===== config.mk =====
export PLATFORM = sky130hd
export DESIGN_NAME = lcr_regs
export DESIGN_NICKNAME = d
export VERILOG_FILES = /design/src/core/lcr_pkg.sv /design/src/core/lcr_pin_cell.sv /design/src/core/lcr_regs.sv
export SDC_FILE = /design/constraint.sdc
export NUM_CORES = 1
export LEC_CHECK = 0
export ABC_CLOCK_PERIOD_IN_PS = 2750
export BUFFER_PORTS_ARGS = -buffer_cell sky130_fd_sc_hd__buf_2
export CORE_MARGIN = 2
export CORE_UTILIZATION = 52
export DETAILED_ROUTE_END_ITERATION = 10
export PLACE_DENSITY = 0.91
export SYNTH_ARGS = -nofsm -noshare
export SYNTH_HDL_FRONTEND = slang
export SYNTH_SLANG_ARGS = --single-unit

===== constraint.sdc =====
create_clock -name mclk -period 2.75 [get_ports mclk]
set_input_delay 0.55 -clock mclk [delete_from_list [all_inputs] [get_ports mclk]]
set_output_delay 0.55 -clock mclk [all_outputs]
set_load 0.01 [all_outputs]

===== src/core/lcr_pkg.sv =====
package lcr_pkg;

    // register byte offsets
    localparam logic [7:0] OFF_PIN_CFG = 8'h04;
    localparam logic [7:0] OFF_LT1 = 8'h08;
    localparam logic [7:0] OFF_LT2 = 8'h0c;
    localparam logic [7:0] OFF_GIS = 8'h10;

    // reset values
    localparam logic [31:0] PIN_CFG_RST = 32'h0000_0000;
    localparam logic [31:0] LT1_RST = 32'h2121_2020;
    localparam logic [31:0] LT2_RST = 32'h0120_02f0;
    localparam logic [31:0] GIS_CTL_RST = 32'h0080_0000;

    // writable bits, from the host and from the loader
    localparam logic [31:0] PIN_CFG_WMASK = 32'h0000_00ff;
    localparam logic [31:0] LT1_WMASK = 32'hffff_ffff;
    localparam logic [31:0] LT2_PCI_WMASK = 32'he000_ffff;
    localparam logic [31:0] LT2_EE_WMASK = 32'he770_ffff;
    localparam logic [31:0] GIS_WMASK = 32'h00ac_0000;

    // pin configuration field positions
    localparam int CFG_PIN0_LSB = 0;
    localparam int CFG_PIN1_LSB = 2;
    localparam int CFG_WAKE0 = 4;
    localparam int CFG_WAKE1 = 5;
    localparam int CFG_PD0 = 6;
    localparam int CFG_PD1 = 7;

    // window size fields in the second timing register
    localparam int LT2_BAR0_LSB = 20;
    localparam int LT2_BAR1_LSB = 24;

    // interrupt status and control bit positions
    localparam int GIS_PIN0 = 2;
    localparam int GIS_PIN1 = 3;
    localparam int GIS_IEN0 = 18;
    localparam int GIS_IEN1 = 19;
    localparam int GIS_PD_FLAG = 20;
    localparam int GIS_PD_IEN = 21;
    localparam int GIS_PP_STAT = 22;
    localparam int GIS_PP_IEN = 23;

    // pin modes
    localparam logic [1:0] PIN_IN = 2'h0;
    localparam logic [1:0] PIN_IN_INV = 2'h1;
    localparam logic [1:0] PIN_OUT_LO = 2'h2;
    localparam logic [1:0] PIN_OUT_HI = 2'h3;

    // local bus sequencing
    localparam logic [1:0] REF_CYCLES = 2'h2;
    localparam logic [3:0] TIMING_MAX = 4'ha;

    typedef struct packed {
        logic [3:0] wr_deassert;
        logic [3:0] wr_assert;
        logic [3:0] rd_deassert;
        logic [3:0] rd_assert;
        logic [3:0] wr_end;
        logic [3:0] wr_start;
        logic [3:0] rd_end;
        logic [3:0] rd_start;
    } lcr_timing_t;

    typedef struct packed {
        logic wr;
        logic rd;
        logic [7:0] addr;
        logic [3:0] be;
        logic [31:0] wdata;
    } lcr_req_t;

    typedef enum logic [1:0] {
        LCR_IDLE = 2'b00,
        LCR_REF = 2'b01,
        LCR_RUN = 2'b10
    } lcr_seq_t;

endpackage : lcr_pkg


===== src/core/lcr_pin_cell.sv =====
`timescale 1ns/100ps
module lcr_pin_cell (
    input wire logic mclk,
    input wire logic srst,
    input wire logic [1:0] cfg,
    input wire logic pin_in,
    output logic level_q,
    output logic pin_out_q,
    output logic pin_oe_q
);
    logic meta_q;
    logic sync_q;
    wire logic invert = (cfg == lcr_pkg::PIN_IN_INV);

    // two-stage synchroniser; only sync_q reads meta_q
    always_ff @(posedge mclk) begin
        if (srst) begin
            meta_q <= 1'b0;
            sync_q <= 1'b0;
        end else begin
            meta_q <= pin_in;
            sync_q <= meta_q;
        end
    end

    // internal level after polarity, and drive of the pin
    always_ff @(posedge mclk) begin
        if (srst) begin
            level_q <= 1'b0;
            pin_out_q <= 1'b0;
            pin_oe_q <= 1'b0;
        end else begin
            level_q <= sync_q ^ invert;
            pin_out_q <= cfg[0];
            pin_oe_q <= cfg[1];
        end
    end
endmodule : lcr_pin_cell


===== src/core/lcr_regs.sv =====
// How it works
// - pin 0 mode: input, inverted, drive low/high
// - pin 1 same four modes at bits 3:2
// - bit 4 lets pin 0 set wake flag
// - bit 5 lets pin 1 set wake flag
// - bits 6,7 route pins to power-down filter
// - eight 4-bit local bus timing fields
// - timings count cycles after reference cycle
// - window size zero, read-only, loader writable
// - window size one, reset 001, read-only, loader writable
// - status bits 2,3 show internal pin levels
// - bits 18,19 enable pin interrupts
// - power-down flag sticky, cleared on read
// - bit 21 enables power-down interrupt
// - bit 22 shows parallel port interrupt
// - bit 23 enables parallel port interrupt, reset one
// - power-down level is inverse of interrupt level
// - interrupt is a shared level output
// - wake flag sticky, cleared by writing one
`timescale 1ns/100ps
module lcr_regs (
    input wire logic mclk,
    input wire logic srst,
    input wire lcr_pkg::lcr_req_t req,
    input wire logic ee_wr,
    input wire logic [7:0] ee_addr,
    input wire logic [31:0] ee_wdata,
    input wire logic [1:0] mio_in,
    input wire logic pd_request,
    input wire logic pp_irq,
    input wire logic pme_en,
    input wire logic wake_clr,
    input wire logic lb_irdy,
    input wire logic lb_is_write,
    output logic [31:0] rd_data_q,
    output logic rd_valid_q,
    output logic [1:0] mio_out_q,
    output logic [1:0] mio_oe_q,
    output logic inta_oe_q,
    output logic wake_oe_q,
    output logic wake_status_flag_q,
    output logic pd_filter_in_q,
    output lcr_pkg::lcr_timing_t timing_q,
    output logic [2:0] bar0_size_q,
    output logic [2:0] bar1_size_q,
    output logic lb_cs_q,
    output logic lb_rd_q,
    output logic lb_wr_q
);
    logic [31:0] cfg_q;
    logic [31:0] lt2_q;
    logic [31:0] gis_ctl_q;
    logic pd_flag_q;
    logic [1:0] level_prev_q;
    lcr_pkg::lcr_seq_t seq_q;
    lcr_pkg::lcr_seq_t seq_d;
    logic [1:0] ref_cnt_q;
    logic [3:0] phase_q;
    logic is_wr_q;
    logic [1:0] level;

    // one cell per multi-purpose pin
    // each cell registers its level, so status lags the pin by three clocks
    lcr_pin_cell u_pin0 (
        .mclk(mclk),
        .srst(srst),
        .cfg(cfg_q[lcr_pkg::CFG_PIN0_LSB +: 2]),
        .pin_in(mio_in[0]),
        .level_q(level[0]),
        .pin_out_q(mio_out_q[0]),
        .pin_oe_q(mio_oe_q[0])
    );

    lcr_pin_cell u_pin1 (
        .mclk(mclk),
        .srst(srst),
        .cfg(cfg_q[lcr_pkg::CFG_PIN1_LSB +: 2]),
        .pin_in(mio_in[1]),
        .level_q(level[1]),
        .pin_out_q(mio_out_q[1]),
        .pin_oe_q(mio_oe_q[1])
    );

    // byte-lane write mask and address decode
    wire logic [31:0] lane_mask = {{8{req.be[3]}}, {8{req.be[2]}}, {8{req.be[1]}},
                                   {8{req.be[0]}}};
    wire logic hit_cfg = req.addr == lcr_pkg::OFF_PIN_CFG;
    wire logic hit_lt1 = req.addr == lcr_pkg::OFF_LT1;
    wire logic hit_lt2 = req.addr == lcr_pkg::OFF_LT2;
    wire logic hit_gis = req.addr == lcr_pkg::OFF_GIS;
    wire logic ee_cfg = ee_wr && (ee_addr == lcr_pkg::OFF_PIN_CFG);
    wire logic ee_lt1 = ee_wr && (ee_addr == lcr_pkg::OFF_LT1);
    wire logic ee_lt2 = ee_wr && (ee_addr == lcr_pkg::OFF_LT2);
    wire logic ee_gis = ee_wr && (ee_addr == lcr_pkg::OFF_GIS);
    // host write strobes, one per register
    wire logic wr_cfg = req.wr && hit_cfg;
    wire logic wr_lt1 = req.wr && hit_lt1;
    wire logic wr_lt2 = req.wr && hit_lt2;
    wire logic wr_gis = req.wr && hit_gis;

    // host write merges: only writable bits in enabled lanes change
    wire logic [31:0] m_cfg = lane_mask & lcr_pkg::PIN_CFG_WMASK;
    wire logic [31:0] m_lt1 = lane_mask & lcr_pkg::LT1_WMASK;
    wire logic [31:0] m_lt2 = lane_mask & lcr_pkg::LT2_PCI_WMASK;
    wire logic [31:0] m_gis = lane_mask & lcr_pkg::GIS_WMASK;
    wire logic [31:0] cfg_pci = (cfg_q & ~m_cfg) | (req.wdata & m_cfg);
    wire logic [31:0] lt1_pci = (timing_q & ~m_lt1) | (req.wdata & m_lt1);
    wire logic [31:0] lt2_pci = (lt2_q & ~m_lt2) | (req.wdata & m_lt2);
    wire logic [31:0] gis_pci = (gis_ctl_q & ~m_gis) | (req.wdata & m_gis);

    // loader writes whole words and may also set the window sizes
    wire logic [31:0] cfg_ee = ee_wdata & lcr_pkg::PIN_CFG_WMASK;
    wire logic [31:0] lt1_ee = ee_wdata & lcr_pkg::LT1_WMASK;
    wire logic [31:0] lt2_ee = (lt2_q & ~lcr_pkg::LT2_EE_WMASK) |
                               (ee_wdata & lcr_pkg::LT2_EE_WMASK);
    wire logic [31:0] gis_ee = ee_wdata & lcr_pkg::GIS_WMASK;

    // next words; the loader wins a same-cycle collision, as it only runs
    // after reset and its preset must not be half overwritten
    wire logic [31:0] cfg_d = ee_cfg ? cfg_ee : wr_cfg ? cfg_pci : cfg_q;
    wire logic [31:0] lt1_d = ee_lt1 ? lt1_ee : wr_lt1 ? lt1_pci : timing_q;
    wire logic [31:0] lt2_d = ee_lt2 ? lt2_ee : wr_lt2 ? lt2_pci : lt2_q;
    wire logic [31:0] gis_ctl_d = ee_gis ? gis_ee : wr_gis ? gis_pci : gis_ctl_q;

    // configuration storage
    always_ff @(posedge mclk) begin
        if (srst) begin
            cfg_q <= lcr_pkg::PIN_CFG_RST;
            timing_q <= lcr_pkg::LT1_RST;
            lt2_q <= lcr_pkg::LT2_RST;
            gis_ctl_q <= lcr_pkg::GIS_CTL_RST;
        end else begin
            cfg_q <= cfg_d;
            timing_q <= lt1_d;
            lt2_q <= lt2_d;
            gis_ctl_q <= gis_ctl_d;
        end
    end

    // window sizes brought out for the base address logic
    // a registered copy keeps the address decode off the write path
    always_ff @(posedge mclk) begin
        if (srst) begin
            bar0_size_q <= lcr_pkg::LT2_RST[lcr_pkg::LT2_BAR0_LSB +: 3];
            bar1_size_q <= lcr_pkg::LT2_RST[lcr_pkg::LT2_BAR1_LSB +: 3];
        end else begin
            bar0_size_q <= lt2_q[lcr_pkg::LT2_BAR0_LSB +: 3];
            bar1_size_q <= lt2_q[lcr_pkg::LT2_BAR1_LSB +: 3];
        end
    end

    // interrupt status word; reserved bits read zero
    wire logic [31:0] gis_view = gis_ctl_q |
                                 (32'(level[0]) << lcr_pkg::GIS_PIN0) |
                                 (32'(level[1]) << lcr_pkg::GIS_PIN1) |
                                 (32'(pd_flag_q) << lcr_pkg::GIS_PD_FLAG) |
                                 (32'(pp_irq) << lcr_pkg::GIS_PP_STAT);
    wire logic [31:0] rd_mux = hit_cfg ? cfg_q :
                               hit_lt1 ? timing_q :
                               hit_lt2 ? lt2_q :
                               hit_gis ? gis_view : 32'h0000_0000;

    // read answer one cycle after the request, zero when unmapped
    wire logic [31:0] rd_data_d = req.rd ? rd_mux : rd_data_q;
    always_ff @(posedge mclk) begin
        if (srst) begin
            rd_data_q <= 32'h0000_0000;
            rd_valid_q <= 1'b0;
        end else begin
            rd_data_q <= rd_data_d;
            rd_valid_q <= req.rd;
        end
    end

    // a read of lane 2 clears the flag, but a request landing then survives
    wire logic pd_rd_clr = req.rd && hit_gis && req.be[2];
    wire logic pd_flag_d = pd_request | (pd_flag_q & ~pd_rd_clr);
    always_ff @(posedge mclk) begin
        if (srst) begin
            pd_flag_q <= 1'b0;
        end else begin
            pd_flag_q <= pd_flag_d;
        end
    end

    // wake on either edge of an enabled pin; set beats software clear
    wire logic [1:0] level_edge = level ^ level_prev_q;
    wire logic wake_set = (level_edge[0] & cfg_q[lcr_pkg::CFG_WAKE0]) |
                          (level_edge[1] & cfg_q[lcr_pkg::CFG_WAKE1]);
    // next flag and wake pin values
    wire logic wake_flag_d = wake_set | (wake_status_flag_q & ~wake_clr);
    wire logic wake_oe_d = wake_status_flag_q & pme_en;
    always_ff @(posedge mclk) begin
        if (srst) begin
            level_prev_q <= 2'h0;
            wake_status_flag_q <= 1'b0;
            wake_oe_q <= 1'b0;
        end else begin
            level_prev_q <= level;
            wake_status_flag_q <= wake_flag_d;
            wake_oe_q <= wake_oe_d;
        end
    end

    // interrupt sources from the pins, the power-down flag and the parallel port, and the power-down source
    wire logic pin_irq = (level[0] & gis_ctl_q[lcr_pkg::GIS_IEN0]) |
                         (level[1] & gis_ctl_q[lcr_pkg::GIS_IEN1]);
    wire logic pd_irq = pd_flag_q & gis_ctl_q[lcr_pkg::GIS_PD_IEN];
    wire logic pp_src = pp_irq & gis_ctl_q[lcr_pkg::GIS_PP_IEN];
    // inverse of the interrupting level, so a quiet device starts power-down
    wire logic pd_src = (~level[0] & cfg_q[lcr_pkg::CFG_PD0]) |
                        (~level[1] & cfg_q[lcr_pkg::CFG_PD1]);
    // registered so the shared line never glitches while sources settle
    wire logic inta_d = pin_irq | pd_irq | pp_src;

    // open-drain interrupt: enable pulls the shared line low while any source is up
    always_ff @(posedge mclk) begin
        if (srst) begin
            inta_oe_q <= 1'b0;
            pd_filter_in_q <= 1'b0;
        end else begin
            inta_oe_q <= inta_d;
            pd_filter_in_q <= pd_src;
        end
    end

    // selected timing set for the access in flight
    wire logic [3:0] t_start = is_wr_q ? timing_q.wr_start : timing_q.rd_start;
    wire logic [3:0] t_end = is_wr_q ? timing_q.wr_end : timing_q.rd_end;
    wire logic [3:0] t_on = is_wr_q ? timing_q.wr_assert : timing_q.rd_assert;
    wire logic [3:0] t_off = is_wr_q ? timing_q.wr_deassert : timing_q.rd_deassert;
    wire logic in_run = (seq_q == lcr_pkg::LCR_RUN);
    wire logic run_done = in_run && (phase_q == lcr_pkg::TIMING_MAX);

    // counts run only in their own state; direction is latched while idle
    // fields above Ah are never met by the phase count; a start field there never raises its strobe, an end field leaves it up until the run ends
    wire logic [1:0] ref_cnt_d = (seq_q == lcr_pkg::LCR_REF) ? ref_cnt_q + 2'h1 : 2'h0;
    wire logic [3:0] phase_d = in_run ? phase_q + 4'h1 : 4'h0;
    wire logic is_wr_d = (seq_q == lcr_pkg::LCR_IDLE) ? lb_is_write : is_wr_q;

    // sequencer: wait for the reference cycle, then count off the fields
    always_comb begin
        seq_d = seq_q;
        case (seq_q)
            lcr_pkg::LCR_IDLE: begin
                if (lb_irdy) begin
                    seq_d = lcr_pkg::LCR_REF;
                end
            end
            lcr_pkg::LCR_REF: begin
                if (ref_cnt_q == lcr_pkg::REF_CYCLES - 2'h1) begin
                    seq_d = lcr_pkg::LCR_RUN;
                end
            end
            lcr_pkg::LCR_RUN: begin
                if (run_done) begin
                    seq_d = lcr_pkg::LCR_IDLE;
                end
            end
            default: begin
                seq_d = lcr_pkg::LCR_IDLE;
            end
        endcase
    end

    // sequencer state and counts
    always_ff @(posedge mclk) begin
        if (srst) begin
            seq_q <= lcr_pkg::LCR_IDLE;
            ref_cnt_q <= 2'h0;
            phase_q <= 4'h0;
            is_wr_q <= 1'b0;
        end else begin
            seq_q <= seq_d;
            ref_cnt_q <= ref_cnt_d;
            phase_q <= phase_d;
            is_wr_q <= is_wr_d;
        end
    end

    // start wins over end when both fields hold the same value
    wire logic cs_d = !in_run ? 1'b0 : (phase_q == t_start) ? 1'b1 :
                      (phase_q == t_end) ? 1'b0 : lb_cs_q;
    wire logic strb_d = !in_run ? 1'b0 : (phase_q == t_on) ? 1'b1 :
                        (phase_q == t_off) ? 1'b0 : (lb_rd_q | lb_wr_q);
    // one strobe per direction; the other stays low for the whole access
    wire logic lb_rd_d = strb_d & ~is_wr_q;
    wire logic lb_wr_d = strb_d & is_wr_q;

    always_ff @(posedge mclk) begin
        if (srst) begin
            lb_cs_q <= 1'b0;
            lb_rd_q <= 1'b0;
            lb_wr_q <= 1'b0;
        end else begin
            lb_cs_q <= cs_d;
            lb_rd_q <= lb_rd_d;
            lb_wr_q <= lb_wr_d;
        end
    end
endmodule : lcr_regs


# Word-level counts from Yosys, hierarchy flattened
# Cells that the tools add are included.
[totals]
register_bits = 196
elab_cells = 162
[classes]
addsub = 2
n_eq_ne = 21
mux = 25
bitwise = 52
reduce_logical = 22
[op_table]
columns = ["cell", "count"]
rows = [
  ["$mux W32", 8],
  ["$and A32 B32 Y32", 6],
  ["$or A32 B32 Y32", 4],
  ["$not A32 Y32", 2],
  ["$mux W24", 2],
  ["$and A32 B24 Y32", 1],
  ["$and A32 B8 Y32", 1],
  ["$eq A8 B4 Y1 const B", 4],
  ["$not A24 Y32", 1],
  ["$not A8 Y32", 1],
  ["$or A29 B32 Y32", 1],
  ["$or A32 B21 Y32", 1],
  ["$or A32 B23 Y32", 1],
  ["$or A32 B3 Y32", 1],
  ["$or A32 B4 Y32", 1],
  ["$eq A4 B4 Y1", 4],
  ["$eq A8 B3 Y1 const B", 2],
  ["$eq A8 B5 Y1 const B", 2],
  ["$mux W4", 4],
  ["$mux W8", 2],
  ["$and A1 B1 Y1", 13],
  ["$logic_and A1 B1 Y1", 11],
  ["$reduce_bool A2 Y1", 5],
  ["$eq A2 B1 Y1 const B", 4],
  ["other kinds (16)", 40],
]

# Longest topological paths before layout
# Gate-level depths: netlist of run 1.
[logic_depth]
word_depth = 8
depth_mapped = 8
mapped_depth_nobuf = 6

# By module
# A second synthesis of run 1 with hierarchy kept.
[hier_totals]
cells_unflattened = 691
area_unflattened_um2 = 6403.6
[by_module_without_submodules]
columns = ["module", "instances", "cells_per_inst", "area_per_inst_um2", "seq_area_each_um2"]
rows = [
  ["lcr_regs", 1, 665, 6085.8, 2542.4],
  ["lcr_pin_cell", 2, 13, 158.9, 100.1],
]

# Worst setup path before layout of run 1
# Ideal clock, no wire load.
[synth_path]
kind = "input to register"
startpoint = "input ee_addr[5]"
endpoint = "register with a tool-made name"
setup_ns = 0.142
t_arrival_ns = 1.987
required_ns = 2.608
slack_ns = 0.621
path_stages = 6
cell_sequence = "or4b_4 > or4_4 > buf_6 > buf_6 > nor2_1 > a211oi_2"
[synth_rtl]
columns = ["element", "line", "source"]
rows = [
  ["start: declaration", "lcr_regs.sv:26", "input wire logic [7:0] ee_addr,"],
]

==> impl_metrics.json, run 1 <==
{
  "synth_common_cells": "dfxtp_1 (137), nor2_1 (101), mux2i_1 (67)",
  "synth_seq_cells": 137,
  "die_area_um2": 13200,
  "cts_tree": "done",
  "p_sw_share_pct": 23.6,
  "placed_area_um2": 7300,
  "tightest_slew_ns": 0.899,
  "critPathArrivalTime_ns": 2.52,
  "worst_ep_required_time_ns": 3.02,
  "firstDrtPassIters": 5,
  "nets": 939,
  "cts.path.max_buffers": 2,
  "async_reset_ff_share_pct": 0,
  "synth_edf_count": 0,
  "cts_made_buffers": 17,
  "ir_drop_mv": 0.430,
  "hold_viol": 0,
  "synth_fp_nets": 792,
  "clock-sinks": 137,
  "yosys.area.top_type": "dfxtp_1",
  "syn_area_um2": 6370,
  "relSlewSlack_pct": 40.0,
  "setup_viol": 0,
  "p_clk_share_pct": 48.1,
  "grt_max_degree": 57,
  "cts_repair_resize_count": 0,
  "path_delay_family": "simple AND/OR/NAND/NOR gates",
  "slowest_delay_ns": 0.68,
  "p_sw_mw": 1.03,
  "dr_wl_met3_um": 1770,
  "totalNegativeSetupSlack_ns": 0,
  "cpMaxStageDelayCell": "nor4b_1",
  "grt_pass1_vias": 5760,
  "fmax_mhz": 446,
  "slew_violations": 0,
  "synth_most_common_cell": "dfxtp_1",
  "combPwrFrac_pct": 5.8,
  "top_layer": "met4",
  "final_area_um2": 7860,
  "cts_max_level": 4,
  "start_util_pct": 53.1,
  "track_usage_pct": 29.4,
  "die_w_um": 115,
  "yosysTopAreaCellShare_pct": 43.0,
  "grt_first_pass_wirelength_um": 30000,
  "yosys-top-cells-area": "dfxtp_1 (43%), mux2i_1 (11%), a211oi_1 (6.1%)",
  "hold_class": "input port to register",
  "crit_chain": "buf_2 -> nor4b_1 -> and4_1 -> mux2i_1 -> a211oi_2",
  "drt-total-wl_um": 19400,
  "grt_antenna_before_repair": 1,
  "yosys_warnings": 0,
  "dr_wl_met2_um": 8870,
  "utilization_pct": 65.4,
  "leakage_nw": 3.35,
  "path_clk_slew_ns": 0.06,
  "post_drt_wl_per_cell_um": 19.4,
  "drv_cap": 0,
  "ys_types": 59,
  "synthesis.instances": 692,
  "skew_ns": 0.00635,
  "antenna_left": 0,
  "timing.final.crit_share_pct": 81.5,
  "dp_cells": 967,
  "ys_seq_area_share_pct": 43.0,
  "gr-total-overflow": 0,
  "ys.flop_type": "dfxtp_1",
  "p_int_mw": 3.35,
  "cp-end-kind": "register",
  "syn_area_per_cell_um2": 9.21,
  "rsz0062_at_grt": "no",
  "placement.io_buffers": 178,
  "clock_latency_ns": 0.42,
  "met1_length_um": 8230,
  "die_h_um": 115,
  "final_cells": 1000,
  "drt-initial-drc-count": 803,
  "status": "finished clean",
  "synthToLayoutAreaGrowth_pct": 23.3,
  "rows": 40,
  "drcViolationCount": 0,
  "min_period_ns": 2.24,
  "place_congestion": 0.882,
  "fp.coreArea_um2": 12000,
  "post_cts_buffers": 0,
  "vias": 6087,
  "dp_hpwl_um": 13400,
  "nFillCells": 972,
  "cts_hold_buf": 0,
  "powerDensity_nw_per_um2": 558,
  "io_pins": 179,
  "path_class": "input port to register",
  "viasPerCell": 6.09,
  "crit_buf_inv": 1,
  "cts-root-buf": "clkbuf_16",
  "p_seq_share_pct": 46.1,
  "critPathMaxFanout": 17,
  "cp-start-kind": "input port",
  "drive_gt1_share_pct": 29.0
}
==> final timing paths <==
check                       end          from  slack, ns  cells past startpoint
setup / recovery       register       req[39]       0.51                      5
hold / removal    u_pin0.meta_q     mio_in[0]       0.34                      2
setup reg to reg        lb_cs_q       is_wr_q       0.79                      5
hold reg to reg    ref_cnt_q[0]  ref_cnt_q[0]       0.41                      1
==> final cells by class <==
class	instances	area (um2)	area share, %
Antenna cell	1	2.50	0.0318
Tap cell	147	184	2.34
Clock buffer	22	484	6.16
Inverter	21	78.8	1.00
Clock inverter	10	68.8	0.876
Multi-Input combinational cell	469	3250	41.4
Sequential cell	137	2740	34.9
Timing Repair Buffer	193	1040	13.3
==> worst register-to-register path: stages, from the launching register on <==
cell and delay [ns]:
dfxtp_1 0.91, buf_4 0.29, mux2i_1 0.26, xor2_1 0.18
nand4_1 0.13, a21oi_1 0.13
==> power groups by stage <==
stage | Combinational [mW] | Clock (mW) | Sequential (mW)
detailed placement | 0.245 | 0 | 2.06
CTS | 0.248 | 2.12 | 2.02
global placement | 0.242 | 0 | 2.06
floorplan | 0.122 | 0 | 2.05
global route | 0.272 | 2.20 | 2.02
finish | 0.253 | 2.11 | 2.02
==> through the flow <==
step | total power, mW | setup WS [ns] | hold WS (ns)
2_1_floorplan | 2.17 | 0.621 | 0.398
3_3_place_gp | 2.30 | 0.480 | 0.408
3_5_place_dp | 2.31 | 0.399 | 0.411
4_1_cts | 4.38 | 0.612 | 0.342
5_1_grt | 4.50 | 0.448 | 0.359
6_report | 4.38 | 0.509 | 0.345
==> logic make-up after synthesis <==
group           Yosys count  synth area share, %
flops                   137                 43.0
simple gates            208                 16.5
xor+xnor                 22                 3.02
compound gates          168                 20.0
buf+inv                  86                 6.11
mux                      68                 10.7
fa+ha+maj                 3                0.589
==> layout by cell type (no fill, tap or decap), types with 15 or more instances in the layout <==
cell type	synthesis	final
a211oi_1	52	52
a21oi_1	30	30
a222oi_1	15	15
buf_2	16	177
clkbuf_16	0	17
dfxtp_1	137	137
inv_1	20	20
mux2i_1	67	67
nand2_1	32	32
nor2_1	101	101
nor2b_1	18	18
==> layer usage <==
metal  GRT usage [%]  vias to the layer above
met3            7.83                       59
met5               0                        -
met2            46.8                      346
met1            38.7                     2855
li1                -                     2827
met4            10.7                        0
(Power assumes the default switching activity.)
==> run 2: changes to the inputs <==
- ABC_CLOCK_PERIOD_IN_PS: 2750 -> 1900
- CORE_UTILIZATION: 52 -> 47
- PLACE_DENSITY: 0.91 -> 0.87
- clock period: 2.75 -> 1.9 ns (I/O delays scaled with it)
==> run 2 against run 1 <==
  * Via count is 0.84% higher
  * Non-clock buffer count up 28
  * Die area is 10% higher
  * Worst hold slack worse by 0.17 ns
  * Sequential share of layout area shrank 1.3 points
  * Core utilization is 3.7 points lower
  * Clock skew rose by 0.0027 ns
  * Wire length is 1.3% higher
  * Sequential power up 44%
  * Design area increased by 4.0%
==> impl_metrics.json, run 2 (same netlist as run 1, synthesis figures left out) <==
{
  "path_delay_family": "simple AND/OR/NAND/NOR gates",
  "clock_latency_ns": 0.41,
  "cts_max_level": 4,
  "crit_top_cell": "or4_4",
  "vias": 6138,
  "final_cell_mix": "buf_2 (177), dfxtp_1 (137), nor2_1 (99)",
  "placement.io_buffers": 178,
  "cp-start-kind": "input port",
  "track_usage_pct": 27.2,
  "slew_violations": 0,
  "critPathMaxFanout": 2,
  "r2r_slack_ns": 0.43,
  "cts.path.max_buffers": 2,
  "holdWs_ns": 0.179,
  "drv_cap": 0,
  "clock-sinks": 137,
  "utilization_pct": 61.7,
  "r2r_end": "lb_rd_q",
  "grt_first_pass_wirelength_um": 30600,
  "cts-root-buf": "clkbuf_16",
  "drcViolationCount": 0,
  "firstDrtPassIters": 6,
  "post_drt_wl_per_cell_um": 18.7,
  "worst_slack_ns": 0.243,
  "place_congestion": 0.915,
  "status": "finished clean",
  "timing.final.crit_share_pct": 87.2,
  "viasPerCell": 5.82,
  "crit_buf_inv": 1,
  "antenna_left": 0,
  "worst_ep_required_time_ns": 2.24,
  "relSlewSlack_pct": 57.6,
  "cts_made_buffers": 17,
  "diodes": 0,
  "powerDensity_nw_per_um2": 779,
  "io_pins": 179,
  "critPathArrivalTime_ns": 1.99,
  "leakage_nw": 3.52,
  "hold_class": "input port to register",
  "min_period_ns": 1.66,
  "nets": 967,
  "cts_repair_resize_count": 0,
  "fp.coreArea_um2": 13200,
  "start_util_pct": 48.1,
  "rows": 42,
  "gr-total-overflow": 0,
  "reg2reg_depth": 5,
  "slowest_delay_ns": 0.53,
  "worstHoldPathCells": 2,
  "drt-total-wl_um": 19700,
  "r2r_start": "is_wr_q",
  "min_from": "mio_in[1]",
  "dp_hpwl_um": 14100,
  "path_clk_slew_ns": 0.05,
  "pre_cts_slack_ns": -0.162,
  "cts_tree": "done",
  "cp-end-kind": "register",
  "post_cts_buffers": 0,
  "grt_antenna_before_repair": 0,
  "die_w_um": 120,
  "drive_gt1_share_pct": 31.2,
  "whs_endpoint": "u_pin1.meta_q",
  "fmax_mhz": 603,
  "cpMaxStageDelayCell": "or4_4",
  "final_common_cell": "buf_2",
  "grt_max_degree": 58,
  "ir_drop_mv": 0.575,
  "skew_ns": 0.00902,
  "cts_hold_buf": 0,
  "die_h_um": 120,
  "rsz0062_at_grt": "no",
  "grt_pass1_vias": 5804,
  "hold_viol": 0,
  "crit_chain": "buf_2 -> or4_4 -> or4_4 -> a311o_1 -> a21oi_1",
  "tightest_slew_ns": 0.636,
  "synthToLayoutAreaGrowth_pct": 28.2,
  "path_class": "input port to register",
  "die_area_um2": 14500,
  "drt-initial-drc-count": 644,
  "nFillCells": 1122,
  "setup_viol": 0
}
run 2: cell count changes in the layout (fill, tap and decap cells not counted), sizes merged:
| cell | change |
|---|---|
| bufinv | +1 |
| clkinv | +1 |
| inv | -1 |
| clkinvlp | -3 |
| diode | -1 |
| buf | +28 |
run 2: final cells by class:
cell class / count / area (um2) / share of cell area, %
clock buffer: 22 / 474 / 5.80
clock inverter: 8 / 72.6 / 0.888
inverter: 21 / 78.8 / 0.964
multi-input combinational: 469 / 3270 / 40.0
sequential: 137 / 2740 / 33.6
tap: 176 / 220 / 2.69
timing repair buffer: 221 / 1320 / 16.1
run 2: worst register-to-register path: cells and delay by family, from the launching register on:
family | cells | cell delay [ns]
XOR/XNOR | 1 | 0.20
buffers and inverters | 1 | 0.19
AO/OA/AOI/OAI | 1 | 0.23
AND/OR/NAND/NOR | 1 | 0.18
multiplexers | 1 | 0.24
flip-flops | 1 | 0.35
run 2: worst max path at each step:
stage,startpoint,to,slack (ns),cells past startpoint
floorplan,ee_addr[5],register,-0.03,6
detailed placement,req[43],rd_data_q[21],-0.16,5
CTS,req[43],rd_data_q[21],0.27,5
global route,req[41],register,0.10,6
finish,req[43],rd_data_q[21],0.24,5
global placement,req[43],rd_data_q[21],-0.14,5
run 2: metrics by stage:
stage,area [um2],TNS [ns],instances,power [mW]
finish,8170,0,1054,6.36
global route,8170,0,1054,6.55
CTS,8170,0,1054,6.39
detailed placement,7630,-3.14,1024,3.37
global placement,7630,-1.84,1024,3.36
floorplan,6390,-0.0700,692,3.15
run 2: power breakdown:
group	internal [mW]	total (mW)	switching, mW
registers	2.90	2.91	0.0175
logic	0.165	0.406	0.240
clock network	1.88	3.04	1.17
run 2: per-layer routing:
| layer | vias up | GRT usage (%) | share of wire (%) | wire length (um) |
|---|---|---|---|---|
| met3 | 46 | 5.80 | 8.9 | 1760 |
| met2 | 333 | 43.0 | 46 | 9100 |
| met1 | 2877 | 35.8 | 42 | 8320 |
| met4 | 0 | 11.8 | 2.6 | 520 |
| met5 | - | 0 | 0 | 0 |
| li1 | 2882 | - | - | - |
==> run 3: changes to the inputs <==
- CORE_MARGIN: 2 -> 10
==> run 3 against run 2 <==
  * Sequential power about the same
  * Design area grew 1.2%
  * Worst hold slack lost 0.0017 ns
  * Via count is 0.85% higher
  * Global-route usage fell by 4.4 points
  * Combinational power fell by 2%
  * Non-clock buffer count up 5
  * Maximum frequency fell by 3.7%
  * Sequential share of layout area decreased by 0.41 points
  * Register-to-register slack lost 0.10 ns
  * Highest routed layer is now met5
==> impl_metrics.json, run 3 (same netlist as run 1, synthesis figures left out) <==
{
  "status": "finished clean",
  "drv_cap": 0,
  "worst_ep_required_time_ns": 2.20,
  "final_common_cell": "buf_2",
  "die_w_um": 136,
  "timing.final.crit_share_pct": 90.5,
  "final_cell_mix": "buf_2 (177), dfxtp_1 (137), nor2_1 (99)",
  "cts_repair_resize_count": 0,
  "p_sw_mw": 1.51,
  "grt_max_degree": 65,
  "cts_hold_buf": 0,
  "final_cells": 1064,
  "p_int_mw": 5.22,
  "crit_chain": "buf_2 -> nor4b_1 -> and4_1 -> buf_12 -> mux2i_1 -> a211oi_2",
  "nets": 972,
  "grt_antenna_before_repair": 3,
  "min_from": "mio_in[0]",
  "cts_tree": "done",
  "cts_made_buffers": 17,
  "firstDrtPassIters": 6,
  "slowest_delay_ns": 0.65,
  "critPathArrivalTime_ns": 2.02,
  "critPathMaxFanout": 8,
  "synthToLayoutAreaGrowth_pct": 29.8,
  "cp-start-kind": "input port",
  "min_period_ns": 1.72,
  "worstHoldPathCells": 2,
  "grt_pass1_vias": 5999,
  "placed_area_um2": 7650,
  "clock-sinks": 137,
  "leakage_nw": 3.56,
  "cts_max_level": 4,
  "track_usage_pct": 22.8,
  "die_h_um": 136,
  "p_sw_share_pct": 22.4,
  "powerDensity_nw_per_um2": 814,
  "utilization_pct": 62.5,
  "rsz0062_at_grt": "no",
  "final_area_um2": 8270,
  "dp_cells": 1029,
  "place_congestion": 0.890,
  "die_area_um2": 18600,
  "post_cts_buffers": 0,
  "relSlewSlack_pct": 51.9,
  "dp_hpwl_um": 15500,
  "gr-total-overflow": 0,
  "fmax_mhz": 581,
  "antenna_left": 0,
  "cp-end-kind": "register",
  "hold_viol": 0,
  "drive_gt1_share_pct": 31.9,
  "reg2reg_depth": 5,
  "p_clk_share_pct": 50.8,
  "path_clk_slew_ns": 0.06,
  "nFillCells": 1123,
  "r2r_start": "is_wr_q",
  "clock_latency_ns": 0.43,
  "tightest_slew_ns": 0.712,
  "cts.path.max_buffers": 2,
  "setup_viol": 0,
  "start_util_pct": 48.1,
  "skew_ns": 0.00634,
  "io_pins": 179,
  "hold_class": "input port to register",
  "placement.io_buffers": 178,
  "grt_first_pass_wirelength_um": 33000,
  "post_drt_wl_per_cell_um": 20.3,
  "drt-initial-drc-count": 718,
  "slew_violations": 0,
  "cpMaxStageDelayCell": "nor4b_1",
  "drcViolationCount": 0,
  "p_seq_share_pct": 43.2,
  "vias": 6190,
  "fp.coreArea_um2": 13200,
  "viasPerCell": 5.82,
  "ir_drop_mv": 0.613,
  "cts-root-buf": "clkbuf_16",
  "combPwrFrac_pct": 5.9,
  "holdWs_ns": 0.177,
  "worstSetupStartpoint": "req[41]",
  "rows": 42,
  "total_power_mw": 6.73,
  "drt-total-wl_um": 21600,
  "path_class": "input port to register"
}
run 3: layer usage:
metal / vias up / routed length, um / share of wire (%) / global-route usage (%)
met1: 2897 / 8780 / 41 / 27.7
met5: - / 13 / 0.060 / 0
met2: 349 / 10100 / 47 / 36.4
met4: 2 / 478 / 2.2 / 8.76
li1: 2899 / - / - / -
met3: 43 / 2270 / 11 / 7.56
run 3: final timing paths:
path | end | slack, ns
min reg2reg | ref_cnt_q[0] | 0.42
max | register | 0.18
min | u_pin0.meta_q | 0.18
max reg2reg | lb_cs_q | 0.33
run 3: area by class of cell:
cell class	instances	area [um2]	share of cell area (%)
clock inverter	11	145	1.75
antenna	3	7.51	0.0907
tap	176	220	2.66
clock buffer	21	470	5.69
timing repair buffer	226	1340	16.2
sequential	137	2740	33.1
inverter	21	78.8	0.953
multi-input combinational	469	3270	39.5
run 3: power by group through the flow:
| stage | logic, mW | registers [mW] | clock network, mW |
|---|---|---|---|
| 6_report | 0.399 | 2.91 | 3.42 |
| 2_1_floorplan | 0.177 | 2.97 | 0 |
| 5_1_grt | 0.431 | 2.91 | 3.56 |
| 3_5_place_dp | 0.388 | 2.97 | 0 |
| 3_3_place_gp | 0.380 | 2.97 | 0 |
| 4_1_cts | 0.392 | 2.91 | 3.44 |
run 3: per-stage QoR:
stage,setup TNS (ns),setup slack [ns]
after floorplan,-0.0700,-0.0258
after global placement,-3.71,-0.140
after detailed placement,-6.12,-0.214
after CTS,0,0.222
after global routing,0,0.149
final,0,0.180
run 3: worst max-delay path, delay by kind of cell:
kind            cells  cell delay (ns)
compound gates      1             0.10
buf+inv             2             0.30
mux                 1             0.23
simple gates        2             1.00
